`src/design/router_pkg.sv`:
```
package router_pkg;
    typedef logic [15:0] param_word_t;
    typedef logic [11:0] param_num_t;
    typedef logic signed [15:0] mon_word_t;
    typedef logic [3:0] field_t;

    // parameter numbers used on the parameter access port
    localparam param_num_t num_route_one = 12'h50e;
    localparam param_num_t num_route_two = 12'h50f;
    localparam param_num_t num_route_three = 12'h510;
    localparam param_num_t num_invert = 12'h512;
    localparam param_num_t num_monitor = 12'h003;

    // reset values
    localparam param_word_t rst_route_one = 16'h3211;
    localparam param_word_t rst_route_two = 16'h0000;
    localparam param_word_t rst_route_three = 16'h0000;
    localparam param_word_t rst_invert = 16'h0000;
    localparam param_word_t rst_monitor = 16'h0002;

    // field layout
    localparam int field_width = 4;
    localparam int status_count = 9;
    localparam int circuit_count = 3;
    localparam int invert_bits = 3;
    localparam int monitor_one_pos = 0;
    localparam int monitor_two_pos = 4;

    // status signal positions in the status vector
    localparam int sig_positioning_done_one = 0;
    localparam int sig_speed_match = 1;
    localparam int sig_rotation_detect = 2;
    localparam int sig_servo_ready = 3;
    localparam int sig_current_limit_hit = 4;
    localparam int sig_speed_limit_hit = 5;
    localparam int sig_brake_interlock = 6;
    localparam int sig_warning = 7;
    localparam int sig_positioning_done_two = 8;

    // selector codes
    localparam field_t route_off = 4'h0;

    // monitor source codes
    localparam field_t mon_motor_speed = 4'h0;
    localparam field_t mon_speed_cmd = 4'h1;
    localparam field_t mon_torque_cmd = 4'h2;
    localparam field_t mon_dev_fine = 4'h3;
    localparam field_t mon_dev_coarse = 4'h4;
    localparam field_t mon_pulse_rate = 4'h5;
    localparam field_t mon_speed_x4 = 4'h6;
    localparam field_t mon_speed_x8 = 4'h7;
endpackage

```
`src/design/monitor_if.sv`:
```
interface monitor_if;
    import router_pkg::*;
    field_t code_one;
    field_t code_two;
    mon_word_t motor_speed;
    mon_word_t speed_cmd;
    mon_word_t torque_cmd;
    mon_word_t position_dev;
    mon_word_t pulse_rate;
    mon_word_t value_one;
    mon_word_t value_two;
    logic defined_one;
    logic defined_two;

    modport ctl (
        output code_one, code_two, motor_speed, speed_cmd, torque_cmd,
        output position_dev, pulse_rate,
        input value_one, value_two, defined_one, defined_two
    );
    modport sel (
        input code_one, code_two, motor_speed, speed_cmd, torque_cmd,
        input position_dev, pulse_rate,
        output value_one, value_two, defined_one, defined_two
    );
endinterface

```
`src/design/monitor_source_select.sv`:
```
module monitor_source_select (
    // clock and control
    input wire logic clock_in,
    input wire logic rst_in,
    input wire logic ce_in,
    // monitor selection
    monitor_if.sel mon
);
    import router_pkg::*;

    mon_word_t next_value_one;
    mon_word_t next_value_two;
    logic next_defined_one;
    logic next_defined_two;
    mon_word_t value_one;
    mon_word_t value_two;
    logic defined_one;
    logic defined_two;

    // raw source word; the gain for each code is applied by the converter
    function automatic mon_word_t pick(input field_t code,
                                       input mon_word_t spd,
                                       input mon_word_t scmd,
                                       input mon_word_t tcmd,
                                       input mon_word_t dev,
                                       input mon_word_t rate);
        case (code)
            mon_motor_speed, mon_speed_x4, mon_speed_x8: pick = spd;
            mon_speed_cmd: pick = scmd;
            mon_torque_cmd: pick = tcmd;
            mon_dev_fine, mon_dev_coarse: pick = dev;
            mon_pulse_rate: pick = rate;
            default: pick = 16'sh0000;
        endcase
    endfunction

    function automatic logic is_defined(input field_t code);
        is_defined = (code <= mon_speed_x8);
    endfunction

    always_comb begin
        next_value_one = value_one;
        next_value_two = value_two;
        next_defined_one = defined_one;
        next_defined_two = defined_two;
        if (rst_in) begin
            next_value_one = 16'sh0000;
            next_value_two = 16'sh0000;
            next_defined_one = 1'b0;
            next_defined_two = 1'b0;
        end else if (ce_in) begin
            next_value_one = pick(mon.code_one, mon.motor_speed,
                mon.speed_cmd, mon.torque_cmd, mon.position_dev,
                mon.pulse_rate);
            next_value_two = pick(mon.code_two, mon.motor_speed,
                mon.speed_cmd, mon.torque_cmd, mon.position_dev,
                mon.pulse_rate);
            next_defined_one = is_defined(mon.code_one);
            next_defined_two = is_defined(mon.code_two);
        end
    end

    always_ff @(posedge clock_in) begin
        value_one <= next_value_one;
        value_two <= next_value_two;
        defined_one <= next_defined_one;
        defined_two <= next_defined_two;
    end

    assign mon.value_one = value_one;
    assign mon.value_two = value_two;
    assign mon.defined_one = defined_one;
    assign mon.defined_two = defined_two;
endmodule

```
`src/design/servo_output_signal_router.sv`:
```
// Operation
// - selector 0 disables; 1, 2, 3 route to circuits one to three
// - fields map nine status signals across the three selection registers
// - signals sharing one circuit are combined by logical OR
// - a signal not currently detected contributes an inactive level
// - reset loads selection one with 3211, selections two and three with 0000
// - polarity bits 0..2 invert circuits, bit 3 reserved, reset 0000
// - monitor one in field 0 resets to 2, monitor two in field 1 to 0
// - codes 0,1,2,5,6,7 pick speed, commands, pulse rate, finer speed
// - codes 3 and 4 select position deviation; 8 to F are reserved
module servo_output_signal_router (
    // clock and control
    input wire logic clock_in,
    input wire logic rst_in,
    input wire logic ce_in,
    // parameter access
    input wire logic param_write_in,
    input wire logic param_read_in,
    input wire router_pkg::param_num_t param_number_in,
    input wire router_pkg::param_word_t param_data_in,
    output logic param_read_valid_out,
    output router_pkg::param_word_t param_read_data_out,
    output logic param_unknown_out,
    // status signals, high while detected
    input wire logic positioning_done_one_in,
    input wire logic speed_match_in,
    input wire logic rotation_detect_in,
    input wire logic servo_ready_in,
    input wire logic current_limit_hit_in,
    input wire logic speed_limit_hit_in,
    input wire logic brake_interlock_in,
    input wire logic warning_in,
    input wire logic positioning_done_two_in,
    // sequence output circuits
    output logic [2:0] circuit_out,
    // analog monitor sources
    input wire router_pkg::mon_word_t motor_speed_in,
    input wire router_pkg::mon_word_t speed_cmd_in,
    input wire router_pkg::mon_word_t torque_cmd_in,
    input wire router_pkg::mon_word_t position_dev_in,
    input wire router_pkg::mon_word_t pulse_rate_in,
    output router_pkg::mon_word_t monitor_one_out,
    output router_pkg::mon_word_t monitor_two_out,
    output logic monitor_one_defined_out,
    output logic monitor_two_defined_out
);
    import router_pkg::*;

    param_word_t route_one;
    param_word_t route_two;
    param_word_t route_three;
    logic [invert_bits-1:0] invert;
    param_word_t monitor_sel;
    param_word_t next_route_one;
    param_word_t next_route_two;
    param_word_t next_route_three;
    logic [invert_bits-1:0] next_invert;
    param_word_t next_monitor_sel;

    logic read_valid;
    param_word_t read_data;
    logic unknown;
    logic next_read_valid;
    param_word_t next_read_data;
    logic next_unknown;

    logic [status_count-1:0] status;
    logic [field_width*status_count-1:0] route_all;
    logic [circuit_count-1:0] combined;
    logic [circuit_count-1:0] circuit;
    logic [circuit_count-1:0] next_circuit;

    monitor_if mon ();

    // codes 4 to f are treated as disabled, like code 0
    function automatic logic routes_to(input field_t sel, input int k);
        routes_to = (sel != route_off) && (sel == field_t'(k + 1));
    endfunction

    function automatic logic known_number(input param_num_t num);
        known_number = num == num_route_one || num == num_route_two ||
            num == num_route_three || num == num_invert ||
            num == num_monitor;
    endfunction

    // parameter storage
    always_comb begin
        next_route_one = route_one;
        next_route_two = route_two;
        next_route_three = route_three;
        next_invert = invert;
        next_monitor_sel = monitor_sel;
        if (rst_in) begin
            next_route_one = rst_route_one;
            next_route_two = rst_route_two;
            next_route_three = rst_route_three;
            next_invert = rst_invert[invert_bits-1:0];
            next_monitor_sel = rst_monitor;
        end else if (ce_in && param_write_in) begin
            case (param_number_in)
                num_route_one: next_route_one = param_data_in;
                num_route_two: next_route_two = param_data_in;
                num_route_three: next_route_three = param_data_in;
                // reserved field 3 is not stored
                num_invert: next_invert = param_data_in[invert_bits-1:0];
                num_monitor: next_monitor_sel = param_data_in;
                default: ;
            endcase
        end
    end

    always_ff @(posedge clock_in) begin
        route_one <= next_route_one;
        route_two <= next_route_two;
        route_three <= next_route_three;
        invert <= next_invert;
        monitor_sel <= next_monitor_sel;
    end

    // readback, one cycle after the read strobe
    always_comb begin
        next_read_valid = read_valid;
        next_read_data = read_data;
        next_unknown = unknown;
        if (rst_in) begin
            next_read_valid = 1'b0;
            next_read_data = 16'h0000;
            next_unknown = 1'b0;
        end else if (ce_in) begin
            next_read_valid = param_read_in;
            next_unknown = (param_read_in || param_write_in) &&
                !known_number(param_number_in);
            if (param_read_in) begin
                case (param_number_in)
                    num_route_one: next_read_data = route_one;
                    num_route_two: next_read_data = route_two;
                    num_route_three: next_read_data = route_three;
                    num_invert: next_read_data = {13'h0000, invert};
                    num_monitor: next_read_data = monitor_sel;
                    default: next_read_data = 16'h0000;
                endcase
            end
        end
    end

    always_ff @(posedge clock_in) begin
        read_valid <= next_read_valid;
        read_data <= next_read_data;
        unknown <= next_unknown;
    end

    // an undetected signal is low here and so adds nothing to the OR
    assign status = {positioning_done_two_in, warning_in, brake_interlock_in,
        speed_limit_hit_in, current_limit_hit_in, servo_ready_in,
        rotation_detect_in, speed_match_in, positioning_done_one_in};
    assign route_all = {route_three[field_width-1:0], route_two,
        route_one};

    always_comb begin
        combined = '0;
        for (int k = 0; k < circuit_count; k++) begin
            for (int i = 0; i < status_count; i++) begin
                if (routes_to(route_all[field_width*i +: field_width],
                        k)) begin
                    combined[k] = combined[k] | status[i];
                end
            end
        end
    end

    always_comb begin
        next_circuit = circuit;
        if (rst_in) begin
            next_circuit = '0;
        end else if (ce_in) begin
            next_circuit = combined ^ invert;
        end
    end

    always_ff @(posedge clock_in) begin
        circuit <= next_circuit;
    end

    assign mon.code_one = monitor_sel[monitor_one_pos +: field_width];
    assign mon.code_two = monitor_sel[monitor_two_pos +: field_width];
    assign mon.motor_speed = motor_speed_in;
    assign mon.speed_cmd = speed_cmd_in;
    assign mon.torque_cmd = torque_cmd_in;
    assign mon.position_dev = position_dev_in;
    assign mon.pulse_rate = pulse_rate_in;

    monitor_source_select u_monitor (
        .clock_in(clock_in),
        .rst_in(rst_in),
        .ce_in(ce_in),
        .mon(mon.sel)
    );

    assign circuit_out = circuit;
    assign param_read_valid_out = read_valid;
    assign param_read_data_out = read_data;
    assign param_unknown_out = unknown;
    assign monitor_one_out = mon.value_one;
    assign monitor_two_out = mon.value_two;
    assign monitor_one_defined_out = mon.defined_one;
    assign monitor_two_defined_out = mon.defined_two;
endmodule

```
`config.mk`:
```
export PLATFORM = sky130hd
export DESIGN_NAME = servo_output_signal_router
export DESIGN_NICKNAME = d
export VERILOG_FILES = /design/src/design/router_pkg.sv /design/src/design/monitor_if.sv /design/src/design/monitor_source_select.sv /design/src/design/servo_output_signal_router.sv
export SDC_FILE = /design/constraint.sdc
export NUM_CORES = 1
export LEC_CHECK = 0
export BUFFER_PORTS_ARGS = -buffer_cell sky130_fd_sc_hd__clkbuf_2
export CORE_ASPECT_RATIO = 1.5
export CORE_UTILIZATION = 58
export DETAILED_ROUTE_END_ITERATION = 8
export PLACE_DENSITY = 0.86
export REMOVE_ABC_BUFFERS = 1
export SYNTH_ARGS = -nofsm -noshare
export SYNTH_HDL_FRONTEND = slang
export SYNTH_HIERARCHICAL = 1
export SYNTH_SLANG_ARGS = --single-unit
```
`constraint.sdc`:
```
create_clock -name clock_in -period 5.3 [get_ports clock_in]
set_input_delay 0.795 -clock clock_in [delete_from_list [all_inputs] [get_ports clock_in]]
set_output_delay 0.795 -clock clock_in [all_outputs]
set_load 0.01 [all_outputs]
```
==> results of run 1 <==
[synthesized netlist by cell type (7+ instances only)]
library cell and count:
sky130_fd_sc_hd__dfxtp_1 122, sky130_fd_sc_hd__a22oi_1 24, sky130_fd_sc_hd__nand2_1 73, sky130_fd_sc_hd__o2bb2ai_1 13, sky130_fd_sc_hd__a21oi_1 55, sky130_fd_sc_hd__nor2_1 103
sky130_fd_sc_hd__clkbuf_1 39, sky130_fd_sc_hd__a31oi_1 48, sky130_fd_sc_hd__mux2i_1 119, sky130_fd_sc_hd__o21ai_0 61, sky130_fd_sc_hd__nand3b_1 20, sky130_fd_sc_hd__inv_1 7
sky130_fd_sc_hd__buf_2 16, sky130_fd_sc_hd__nand3_1 8
[critical path, cell delays in order]
cell                       delay [ns]
sky130_fd_sc_hd__clkbuf_2        0.41
sky130_fd_sc_hd__nand4b_1        0.37
sky130_fd_sc_hd__or3_1           0.46
sky130_fd_sc_hd__or4_1           0.94
sky130_fd_sc_hd__mux2i_1         0.38
sky130_fd_sc_hd__nor2_1          0.06
[stage by stage]
stage	utilization [%]	setup WS (ns)	total power, mW	instance area [um2]
2_1_floorplan	-	0.8400	1.039	6435
3_3_place_gp	66.44	1.965	1.164	7621
3_5_place_dp	66.44	1.812	1.168	7621
4_1_cts	72.46	2.201	2.516	8312
5_1_grt	72.46	2.039	2.574	8312
6_report	72.46	2.153	2.513	8312
[metal layers]
| metal | share of wire, % | vias up | wire (um) |
|---|---|---|---|
| li1 | - | 3292 | - |
| met1 | 37 | 3331 | 7669 |
| met2 | 52 | 372 | 10870 |
| met3 | 8.0 | 66 | 1686 |
| met4 | 3.6 | 0 | 745 |
| met5 | 0 | - | 0 |
[worst min-delay path by stage]
stage / endpoint / slack [ns]
finish: param_read_data_out[14] / 0.45
global route: monitor_sel[11] / 0.48
CTS: param_read_data_out[14] / 0.45
detailed placement: param_read_data_out[14] / 0.44
global placement: param_read_data_out[8] / 0.43
floorplan: monitor_sel[10] / 0.43
[placed cells by master, fill, tap and decap left out, types with 7 or more instances in the layout]
cell                        instances
sky130_fd_sc_hd__a21oi_1           55
sky130_fd_sc_hd__o2bb2ai_1         13
sky130_fd_sc_hd__nor2_1           103
sky130_fd_sc_hd__clkbuf_2         176
sky130_fd_sc_hd__dfxtp_1          121
sky130_fd_sc_hd__nand2_1           73
sky130_fd_sc_hd__mux2i_1          119
sky130_fd_sc_hd__inv_1              7
sky130_fd_sc_hd__clkbuf_16         17
sky130_fd_sc_hd__buf_4             14
sky130_fd_sc_hd__a31oi_1           48
sky130_fd_sc_hd__nand3_1            8
sky130_fd_sc_hd__nand3b_1          20
sky130_fd_sc_hd__o21ai_0           61
sky130_fd_sc_hd__a22oi_1           24
[area by class of cell]
type	count	share of cell area [%]
inverter	8	0.3613
clock buffer	19	5.449
clock inverter	13	2.860
multi-input combinational	617	47.81
timing repair buffer	190	11.86
tap	150	2.258
sequential	122	29.40
[cells by family (layout without fill, tap and decap cells)]
group | count (synthesis) | in the layout
buffers and inverters | 75 | 230
DFF | 122 | 122
muxes | 119 | 119
and+or+nand+nor | 268 | 268
AOI/OAI and AO/OA | 230 | 230
[sequential cells by signal (all words and copies together) (netlist names)]
signal / count
route_one: 16
u_monitor/mon.defined_one: 1
circuit_out: 3
param_unknown_out: 1
u_monitor/mon.value_one: 16
param_read_data_out: 16
param_read_valid_out: 1
invert: 3
u_monitor/mon.value_two: 16
u_monitor/mon.defined_two: 1
route_two: 16
route_three: 16
monitor_sel: 16
[report_power, final]
group	switching [mW]	internal, mW	total (mW)
Clock	0.447	0.913	1.36
Sequential	0.0116	0.940	0.951
Combinational	0.119	0.0833	0.202
==> flow_results.org, run 1 <==
** Setup path
- The worst setup path is launched from a primary input.
- In this run the register-to-register setup slack is 2.95 ns.
- The critical path is of the in2reg type.
- The startpoint identified for the worst register-to-register timing path is monitor_sel[5].
- CP arrival :: 3.43 ns
- Critical Path Source :: param_number_in[0]
- In this run the critical register-to-register path is captured at u_monitor/mon.value_two[11].
- STA puts the critical path data required time at 5.58 ns.
- Following the worst setup path forward leads to its endpoint at route_three[15].
- Critical Path Fanout Max :: 20
- Counting cells, the worst reg-to-reg path comes to 4.
- STA classifies the critical path endpoint as a flop.

** Global routing
- GR Util All Layers :: 33.83%
- Antenna violations before repair :: 0
- Most Crowded Layer GR :: met2
- Global-route wire length before repair :: 32490 um
- Number of global-route vias before repair :: 6890
- In the global route stage, met2 resource usage came out at 62.26%.
- Largest net degree at the start of global routing :: 68
- Met1 Resource Use GR :: 34.20%
- In the global route stage, met3 resource usage came out at 8.844%.
- Total global routing overflow :: 0

** Timing
- Min cycle time layout :: 3.147 ns
- Setup violations remaining at the end of the flow were counted as 0.
- Hold Vio Cnt, Final :: 0
- In the finished design, the share of the clock period the worst path needs comes to 59.38%.
- For the pin with the worst max-slew slack, the measured transition is 1.170 ns.
- Static timing analysis puts the maximum clock frequency at 0.3177 GHz.
- Worst slack on hold paths :: 0.4507 ns
- The number of pins with negative max-slew slack in the final report was 0.
- Headroom to the max-slew limit :: 21.88%
- Unrepaired setup endpoints after global routing :: no
- For the final routed database, the setup TNS stands at 0 ns.
- Clock skew :: 0.01178 ns

** Routing
- In the final routed layout, each cell accounts on average for 18.74 um.
- Vias per cell :: 6.310
- Total Routed Length :: 20970 um
- Before antenna repair, the detailed router went through 7 iterations.
- Total number of vias :: 7061
- DRC violations left :: 3
- Post-route ant nets :: 0
- Number of violations reported at the end of detailed-routing iteration 0 :: 437

** Clock tree
- Hold repair after CTS inserted 0 buffers.
- The cell sitting at the root of the clock tree is a sky130_fd_sc_hd__clkbuf_16.
- Clock insertion delay at the later pin of the skew report :: 0.42 ns
- Cts repair resizes :: 0
- TritonCTS built the clock tree.
- For this design, the sink count on the clock tree is 122.
- Clock buffers created by TritonCTS :: 17
- H-tree level count :: 4
- Setup fix buffers added after clock tree synthesis :: 0
- Clk buf depth :: 2
- Reg clk slew, reported paths :: 0.06 ns

** Die
- In this run the horizontal extent of the chip is 90.25 um.
- Core box area :: 0.01147 mm2
- Number of rows in the core area :: 48
- The initial utilization of the core area, before any placement, comes to 59.06%.
- Boundary Pins :: 177
- The die covers 0.01213 mm2.
- Die height :: 134.4 um

** Finish
- Counting the fill cells in the layout gives 936.
- Share of layout cells above drive strength 1 :: 24.25%
- Registers take 0.002444 mm2.
- The area growth from synthesis to layout is 22.68%.
- N_diodes :: 0
- After the last flow step, the layout net total stands at 1078.
- Once layout is complete, the cells apart from fillers number 1119.
- Summing all multi-input logic gate instances after layout gives 0.003974 mm2.

** Power and ir drop
- Power density over the cells :: 302.4 mW/mm2
- Leakage component of the power :: 3.351 nW
- IR drop worst, VDD :: 0.2111 mV

** Status
- Violated checks :: DRC
- The flow ran to the end, but the final reports show violations.

** Logic synthesis
- Total of flip-flops plus latches after synthesis :: 122
- Area fraction in compound gates after synthesis :: 21.11%
- Mean instance size in the synthesized netlist :: 8.323 um2
- Multiplexer cells account for 17.58% of the synthesized area.
- Area contributors post-synth :: sky130_fd_sc_hd__dfxtp_1 (36%), sky130_fd_sc_hd__mux2i_1 (18%), sky130_fd_sc_hd__nor2_1 (5.7%)
- Parity-gate share of the synthesized area counting xor and xnor cells :: 0%
- Yosys warning count :: 6
- Of the total synthesized cell area, the portion taken by full adders, half adders and majority gates is 0%.
- Simple-gate share of the synthesized area :: 19.80%
- After technology mapping, the gate count stands at 814.
- Combinational family with the most area after synthesis :: compound AO/OA/AOI/OAI gates
- Asr flop ratio synth :: 0%
- The biggest area contributor in the post-synthesis netlist is sky130_fd_sc_hd__dfxtp_1.
- After synthesis, the netlist uses 53 different library cells.
- The cell area that synthesis handed to floorplanning was 0.006775 mm2.
- In this run the biggest area consumer among cell types represents 36.05% of the synthesized area.
- Sequential elements use 36.05% of the synthesized area.
- In this run, synthesis inferred 0 flip-flops with an integrated enable.
- Primary FF master, synth :: sky130_fd_sc_hd__dfxtp_1

** Job
- Across the run, the number of max-cap violations was 0.

** Place
- Detailed Place HPWL :: 13830 um
- Count of buffers inserted at the top-level ports :: 176
- GPL Wtd Cong :: 0.8848
- Cells after DPL :: 1087

** Min path
- Path category of the worst min-delay check :: reg2reg
- Along the worst hold path, the cell count comes to 2.
- The worst hold path begins at param_read_data_out[14].
Power figures use the tool's default switching activity.
==> run 2, diff against run 1 <==
- ABC_AREA: default -> 1
- CORE_UTILIZATION: 58 -> 54
- PLACE_DENSITY: 0.86 -> 0.8
- clock period: 5.3 -> 3.29 ns (I/O delays scaled with it)
==> flow_results.org, run 2 <==
** Clock tree
- Clock insertion delay at the later pin of the skew report :: 0.42 ns
- The tree is rooted in a sky130_fd_sc_hd__clkbuf_16.
- Count of clock tree sinks :: 122
- Setup fix buffers added after clock tree synthesis :: 0
- Once the clock tree was built, the resizer swapped 0 gates to a different size.
- The H-tree was split into 4 levels.
- CTS tree :: done
- Reg clk slew, reported paths :: 0.06 ns
- In this run, post-CTS hold repair placed 0 buffers.
- Clock buffers created by TritonCTS :: 17
- Clk buf depth :: 2

** Status
- Run status :: complete, no violations

** Routing
- The detailed router placed 7903 vias in this run.
- DRC violations left :: 0
- Post-route ant nets :: 0
- Number of violations reported at the end of detailed-routing iteration 0 :: 506
- First-pass DRT Iterations :: 8
- Total Routed Length :: 21640 um
- After detailed routing, the average wire length per cell comes to 15.81 um.
- Vias per cell :: 5.773

** Finish
- Most common library cell in the layout ignoring fill and taps :: sky130_fd_sc_hd__nand2_1
- The repair_antennas step left the layout with diodes totalling 0.
- The final layout contains 1322 nets.
- P&R area growth vs syn :: 20.38%
- Leaving out fill and tap cells, the most frequent cells in the layout are sky130_fd_sc_hd__nand2_1 (228), sky130_fd_sc_hd__nand3_1 (211), sky130_fd_sc_hd__clkbuf_2 (175).
- Share of layout cells above drive strength 1 :: 22.92%
- For this run, the number of standard cells in the final layout without fillers is 1369.
- Counting the fill cells in the layout gives 1154.
- Post-route standard cell area excluding fillers :: 0.008483 mm2

** Logic synthesis
- Mean instance size in the synthesized netlist :: 6.679 um2
- In this run the cell area of the synthesized design comes to 0.007047 mm2.
- Synthesis handed over a netlist of 1055 instances.
- Asr flop ratio synth :: 0%
- Sorting the synthesized cells by how often they occur yields sky130_fd_sc_hd__nand2_1 (228), sky130_fd_sc_hd__nand3_1 (211), sky130_fd_sc_hd__dfxtp_1 (122).
- The synthesized design contains 0 enable-type register cells.
- Library cell occupying the most area in the post-synthesis netlist :: sky130_fd_sc_hd__dfxtp_1
- The share of synthesized area in the top cell type comes to 34.66%.
- Sequential cell area fraction in the yosys report :: 34.66%
- Total of flip-flops plus latches after synthesis :: 122
- Yosys warning count :: 6
- The most used flip-flop cell after synthesis is sky130_fd_sc_hd__dfxtp_1.
- Yosys attributes the largest share of cell area to sky130_fd_sc_hd__dfxtp_1 (35%), sky130_fd_sc_hd__nand3_1 (15%), sky130_fd_sc_hd__nand2_1 (12%).
- Most instantiated library cell after synthesis :: sky130_fd_sc_hd__nand2_1
- After synthesis, the netlist uses 31 different library cells.

** Die
- In this run the count of I/O pins placed on the die edge is 177.
- In this run the vertical extent of the chip is 141.9 um.
- Number of rows in the core area :: 50
- Core box area :: 0.01257 mm2
- Die width :: 95.27 um
- Total die area :: 0.01352 mm2
- Once the floorplan was initialized, standard cells occupied 56.04% of the core.

** Setup path
- Critical Path Max Stage Delay :: 0.65 ns
- CP arrival :: 2.25 ns
- Startpoint type of the worst setup path :: primary input
- Number of cell instances on the worst register-to-register path :: 8
- Kind of end point of the critical path :: flop
- Highest-delay cell along the critical path :: sky130_fd_sc_hd__clkinv_1
- Walking the worst path, the cells encountered are clkbuf_2 > clkinv_1 > buf_4 > o21bai_1 > a21oi_1.
- At the worst endpoint, the required time is 3.63 ns.
- Critical Path Fanout Max :: 37
- The critical path is of the in2reg type.

** Global routing
- The initial antenna violation count was 0.
- Summed over all layers, the global routing overflow is 0.
- Largest net degree at the start of global routing :: 80
- Number of global-route vias before repair :: 7122
- The first global-routing pass estimated 33820 um of wire.
- Global routing used 32.37% of the available tracks across all layers.

** Place
- Prior to clock tree synthesis, the placed netlist has a worst setup slack of 0.9892 ns.
- Once placement finished, the instance area stood at 0.007886 mm2.
- GPL Wtd Cong :: 0.9050
- In this run the tool buffered the top-level ports with 176 buffer cells.
- Summed over all nets, the half-perimeter wirelength after detailed placement is 14890 um.
- Cells after DPL :: 1337

** Power and ir drop
- The worst-case IR drop observed on VDD is 0.3865 mV.
- Power spread over the standard cell area amounts to 437.4 mW/mm2.
- Total power of the final layout :: 3.711 mW
- For this design the static power due to leakage is 3.893 nW.

** Timing
- Setup repair after global routing left no endpoint under its margin.
- The number of hold violations in the final report is 0.
- Peak clock frequency supported by timing :: 0.5249 GHz
- Final max-slew violation count :: 0
- Worst Slack Setup Final :: 1.385 ns
- The clock arrives with 0.007580 ns of skew.
- In this run the tightest slew margin relative to its limit is 41.91%.
- The smallest clock period supported by the final layout is computed as 1.905 ns.
- After layout, the worst path uses 57.91% of the clock period.
- Adding up every negative setup slack in the final design gives 0 ns.
- Setup violation total in the final timing report :: 0
- At the pin with the least slew margin, the transition time is 0.8705 ns.

** Min path
- Counting instances, the worst hold path has a depth of 3.
- Path category of the worst min-delay check :: in2reg

** Job
- Max-cap violations in this run came to 0.
-- run 2: cell count changes in the layout (fill, tap and decap cells not counted), sizes merged, moves of 17 or more --
cell / delta
mux2i: -119
a22oi: -28
a31oi: -48
nand3: +203
inv: +91
nand4: +21
nand3b: -17
o21bai: +32
nand2: +166
o21ai: -20
a211oi: +24
a21oi: +32
-- run 2: layer usage --
metal  track usage, %  vias up  part of all wire, %
li1                 -     3836                    -
met1            37.06     3578                   38
met4            19.38        0                  4.7
met3            6.163       85                  8.4
met5                0        -                    0
met2            54.66      404                   49
-- run 2: final cells by class --
class                           instances  area, um2  share of cell area [%]
Inverter                              102      382.9                   4.513
Clock buffer                           19      452.9                   5.339
Multi-Input combinational cell        769       3882                   45.77
Tap cell                              156      195.2                   2.301
Timing Repair Buffer                  188      983.4                   11.59
Sequential cell                       122       2442                   28.79
Clock inverter                         13      143.9                   1.696
-- run 2: kinds of logic (layout without fill, tap and decap cells) --
logic type             after synthesis  after routing  synth area share, %
AOI/OAI and AO/OA                  191            191                16.90
DFF                                122            122                34.66
and+or+nand+nor                    578            578                38.19
buffers and inverters              164            322                10.25
-- run 2: report_power, final --
group	internal [mW]	leakage [nW]	switching, mW	total (mW)
registers	1.51	0.991	0.0153	1.52
logic	0.129	2.61	0.200	0.329
clock network	1.16	0.294	0.699	1.86
-- run 2: through the flow --
stage,util (%),hold slack [ns]
final,67.46,0.3685
after global routing,67.46,0.3835
after CTS,67.46,0.3620
after detailed placement,62.72,0.4372
after global placement,62.72,0.4334
after floorplan,-,0.4261
-- run 2: worst paths after layout --
kind                           from                           to  slack [ns]
hold reg to reg     route_three[13]              route_three[13]        0.44
hold / removal    param_data_in[11]              route_three[11]        0.37
setup reg to reg     monitor_sel[2]   u_monitor/mon.value_one[3]        1.43
setup / recovery              ce_in  u_monitor/mon.value_two[14]        1.38
-- run 2: worst max-delay path, delay by kind of cell --
family	cells	cell delay (ns)
AOI/OAI and AO/OA	2	0.32
buffers and inverters	3	1.41
==> run 3, diff against run 2 <==
- ABC_AREA: 1 -> 0
- clock period: 3.29 -> 1.9 ns (I/O delays scaled with it)
==> flow_results.org, run 3 (synthesis gave the netlist of run 1 again) <==
** Status
- The flow ran to the end, and the final reports show no timing, DRC or antenna violations.

** Die
- Number of rows in the core area :: 49
- Total die area :: 0.01301 mm2
- Core box area :: 0.01208 mm2
- From bottom edge to top edge, the die measures 139.2 um.
- Boundary Pins :: 177
- Die width :: 93.46 um
- For this configuration, the core starts out at a cell density of 56.10%.

** Global routing
- The via count of the first global-routing pass came to 6829.
- Global-route wire length before repair :: 33620 um
- The initial antenna violation count is 0.
- GR Util All Layers :: 33.25%
- Entering global routing, the biggest net connects 77 pins.
- Total global routing overflow :: 0

** Finish
- Leaving out fill and tap cells, the most frequent cell in the layout is sky130_fd_sc_hd__clkbuf_2.
- After routing the design area is 0.008648 mm2.
- Footprint of the flip-flops and latches :: 0.002444 mm2
- The final layout contains 1112 nets.
- P&R area growth vs syn :: 27.65%
- The layout has 967 filler cells.
- Number of standard cells in the layout, taps in and fillers out :: 1155
- Total area of multi-input combinational cells :: 0.004021 mm2
- Commonest non-fill, non-tap cells in the layout :: sky130_fd_sc_hd__clkbuf_2 (176), sky130_fd_sc_hd__dfxtp_1 (121), sky130_fd_sc_hd__mux2i_1 (117)
- N_diodes :: 0
- Share of layout cells above drive strength 1 :: 27.25%

** Timing
- Final max-slew violation count :: 0
- Setup violation total in the final timing report :: 0
- The number of hold violations in the final report came to 0.
- Accumulated negative setup slack :: 0 ns
- Headroom to the max-slew limit :: 51.62%
- Peak clock frequency supported by timing :: 0.5281 GHz
- The worst path meets setup with 0.006568 ns of slack.
- Min cycle time layout :: 1.893 ns
- For the pin with the worst max-slew slack, the measured transition is 0.7258 ns.
- Period utilisation layout :: 99.65%
- Clock skew on the completed layout was measured at 0.007417 ns.

** Clock tree
- CTS hold repair buffers :: 0
- Reg clk slew, reported paths :: 0.05 ns
- Counting every sink on the clock net gives 122.
- CTS built an H-tree with a depth of 4.
- Setup fix buffers added after clock tree synthesis :: 0
- Clock buffers created by TritonCTS :: 17
- Clk buf depth :: 2
- CTS tree :: done
- Clock insertion delay at the later pin of the skew report :: 0.42 ns
- The tree is rooted in a sky130_fd_sc_hd__clkbuf_16.

** Place
- The HPWL after detailed placement is 15100 um.
- The number of placed instances, taps included, is 1124.
- OpenSTA, run right after detailed placement, puts the worst setup slack at -0.4554 ns.
- GPL Wtd Cong :: 0.9340
- Count of buffers inserted at the top-level ports :: 176
- Post-Place Cell Area :: 0.007963 mm2

** Routing
- The first routing iteration left 465 violations.
- Total Routed Length :: 22130 um
- In this run the top signal layer used is met4.
- DRT met1 WL :: 8236 um
- In the routed design, unresolved DRC markers number 0.
- Dividing the detail-routed wire length by the instance count gives 19.16 um.
- Vias per cell :: 6.199
- Wire length on met3 :: 2069 um
- Total number of vias :: 7160
- First-pass DRT Iterations :: 5
- Sum of met2 wire segment lengths after detailed routing :: 11020 um
- Once detail routing completed, the nets flagged for antenna violations numbered 0.

** Setup path
- By startpoint and endpoint, the worst setup path is classified as in2reg.
- CP arrival :: 2.19 ns
- Critical Path Fanout Max :: 8
- Data on the critical path is required at its endpoint by 2.19 ns.
- Startpoint type of the worst setup path :: primary input
- Kind of end point of the critical path :: flop
- For the worst flop-to-flop path, the logic depth is 5.
- Across all register-to-register paths, the minimum setup slack is 0.17 ns.

** Power and ir drop
- The worst-case IR drop observed on VDD is 0.6523 mV.
- For this design the ratio of total power to cell area is 755.5 mW/mm2.
- Summed over all cells, the static leakage comes to 3.529 nW.

** Job
- Max Cap Violations :: 0

** Min path
- In this run the worst hold path is classified as in2reg.
- Along the worst hold path, the cell count comes to 3.
-- run 3: changes by cell type in the layout (fill, tap and decap cells not counted), sizes merged, moves of 35 or more --
cell and delta:
nand3 -203, nand2 -166, mux2i +119, inv -94, a31oi +48, buf +35
-- run 3: per-stage QoR --
| stage | power, mW | util, % | hold slack (ns) |
|---|---|---|---|
| 3_3_place_gp | 3.271 | 65.93 | 0.4341 |
| 4_1_cts | 6.529 | 71.02 | 0.1374 |
| 5_1_grt | 6.709 | 71.60 | 0.1601 |
| 2_1_floorplan | 2.898 | - | 0.3541 |
| 6_report | 6.533 | 71.60 | 0.1451 |
| 3_5_place_dp | 3.283 | 65.93 | 0.4413 |
-- run 3: report_power, final --
| part | total [mW] | switching (mW) | internal, mW |
|---|---|---|---|
| Clock | 3.28 | 1.14 | 2.15 |
| Combinational | 0.592 | 0.344 | 0.249 |
| Sequential | 2.66 | 0.0333 | 2.62 |
| Total | 6.53 | 1.51 | 5.02 |
-- run 3: area by class of cell --
| class | count | area share (%) |
|---|---|---|
| multi-input cells | 617 | 46.50 |
| flip-flops and latches | 122 | 28.26 |
| repair buffers | 224 | 15.80 |
| clock buffers | 23 | 5.527 |
| well taps | 153 | 2.214 |
| clock inverters | 8 | 1.360 |
| inverters | 8 | 0.3472 |
-- run 3: critical path, cell delays in order --
cell	delay [ns]
sky130_fd_sc_hd__clkbuf_2	0.08
sky130_fd_sc_hd__or4_4	0.54
sky130_fd_sc_hd__or2_4	0.27
sky130_fd_sc_hd__buf_6	0.13
sky130_fd_sc_hd__nor4_4	0.30
sky130_fd_sc_hd__buf_6	0.22
sky130_fd_sc_hd__mux2i_1	0.25
sky130_fd_sc_hd__nand2_1	0.09
-- run 3: path summary, 6_finish.rpt --
kind,start,endpoint
worst max register to register,route_one[7],circuit_out[0]
worst min-delay path,param_data_in[3],monitor_sel[3]
worst max-delay path,param_number_in[7],route_one[0]
worst min register to register,param_read_data_out[7],param_read_data_out[7]
-- run 3: per-layer routing --
| layer | GRT usage (%) | vias to the layer above |
|---|---|---|
| met4 | 17.73 | 0 |
| met3 | 7.566 | 71 |
| met5 | 0 | - |
| li1 | - | 3333 |
| met2 | 57.47 | 412 |
| met1 | 37.30 | 3344 |
-- run 3: repair_timing --
action,CTS,global route
resized for setup,5,17
pin swaps,0,1
setup endpoints to repair,56,46
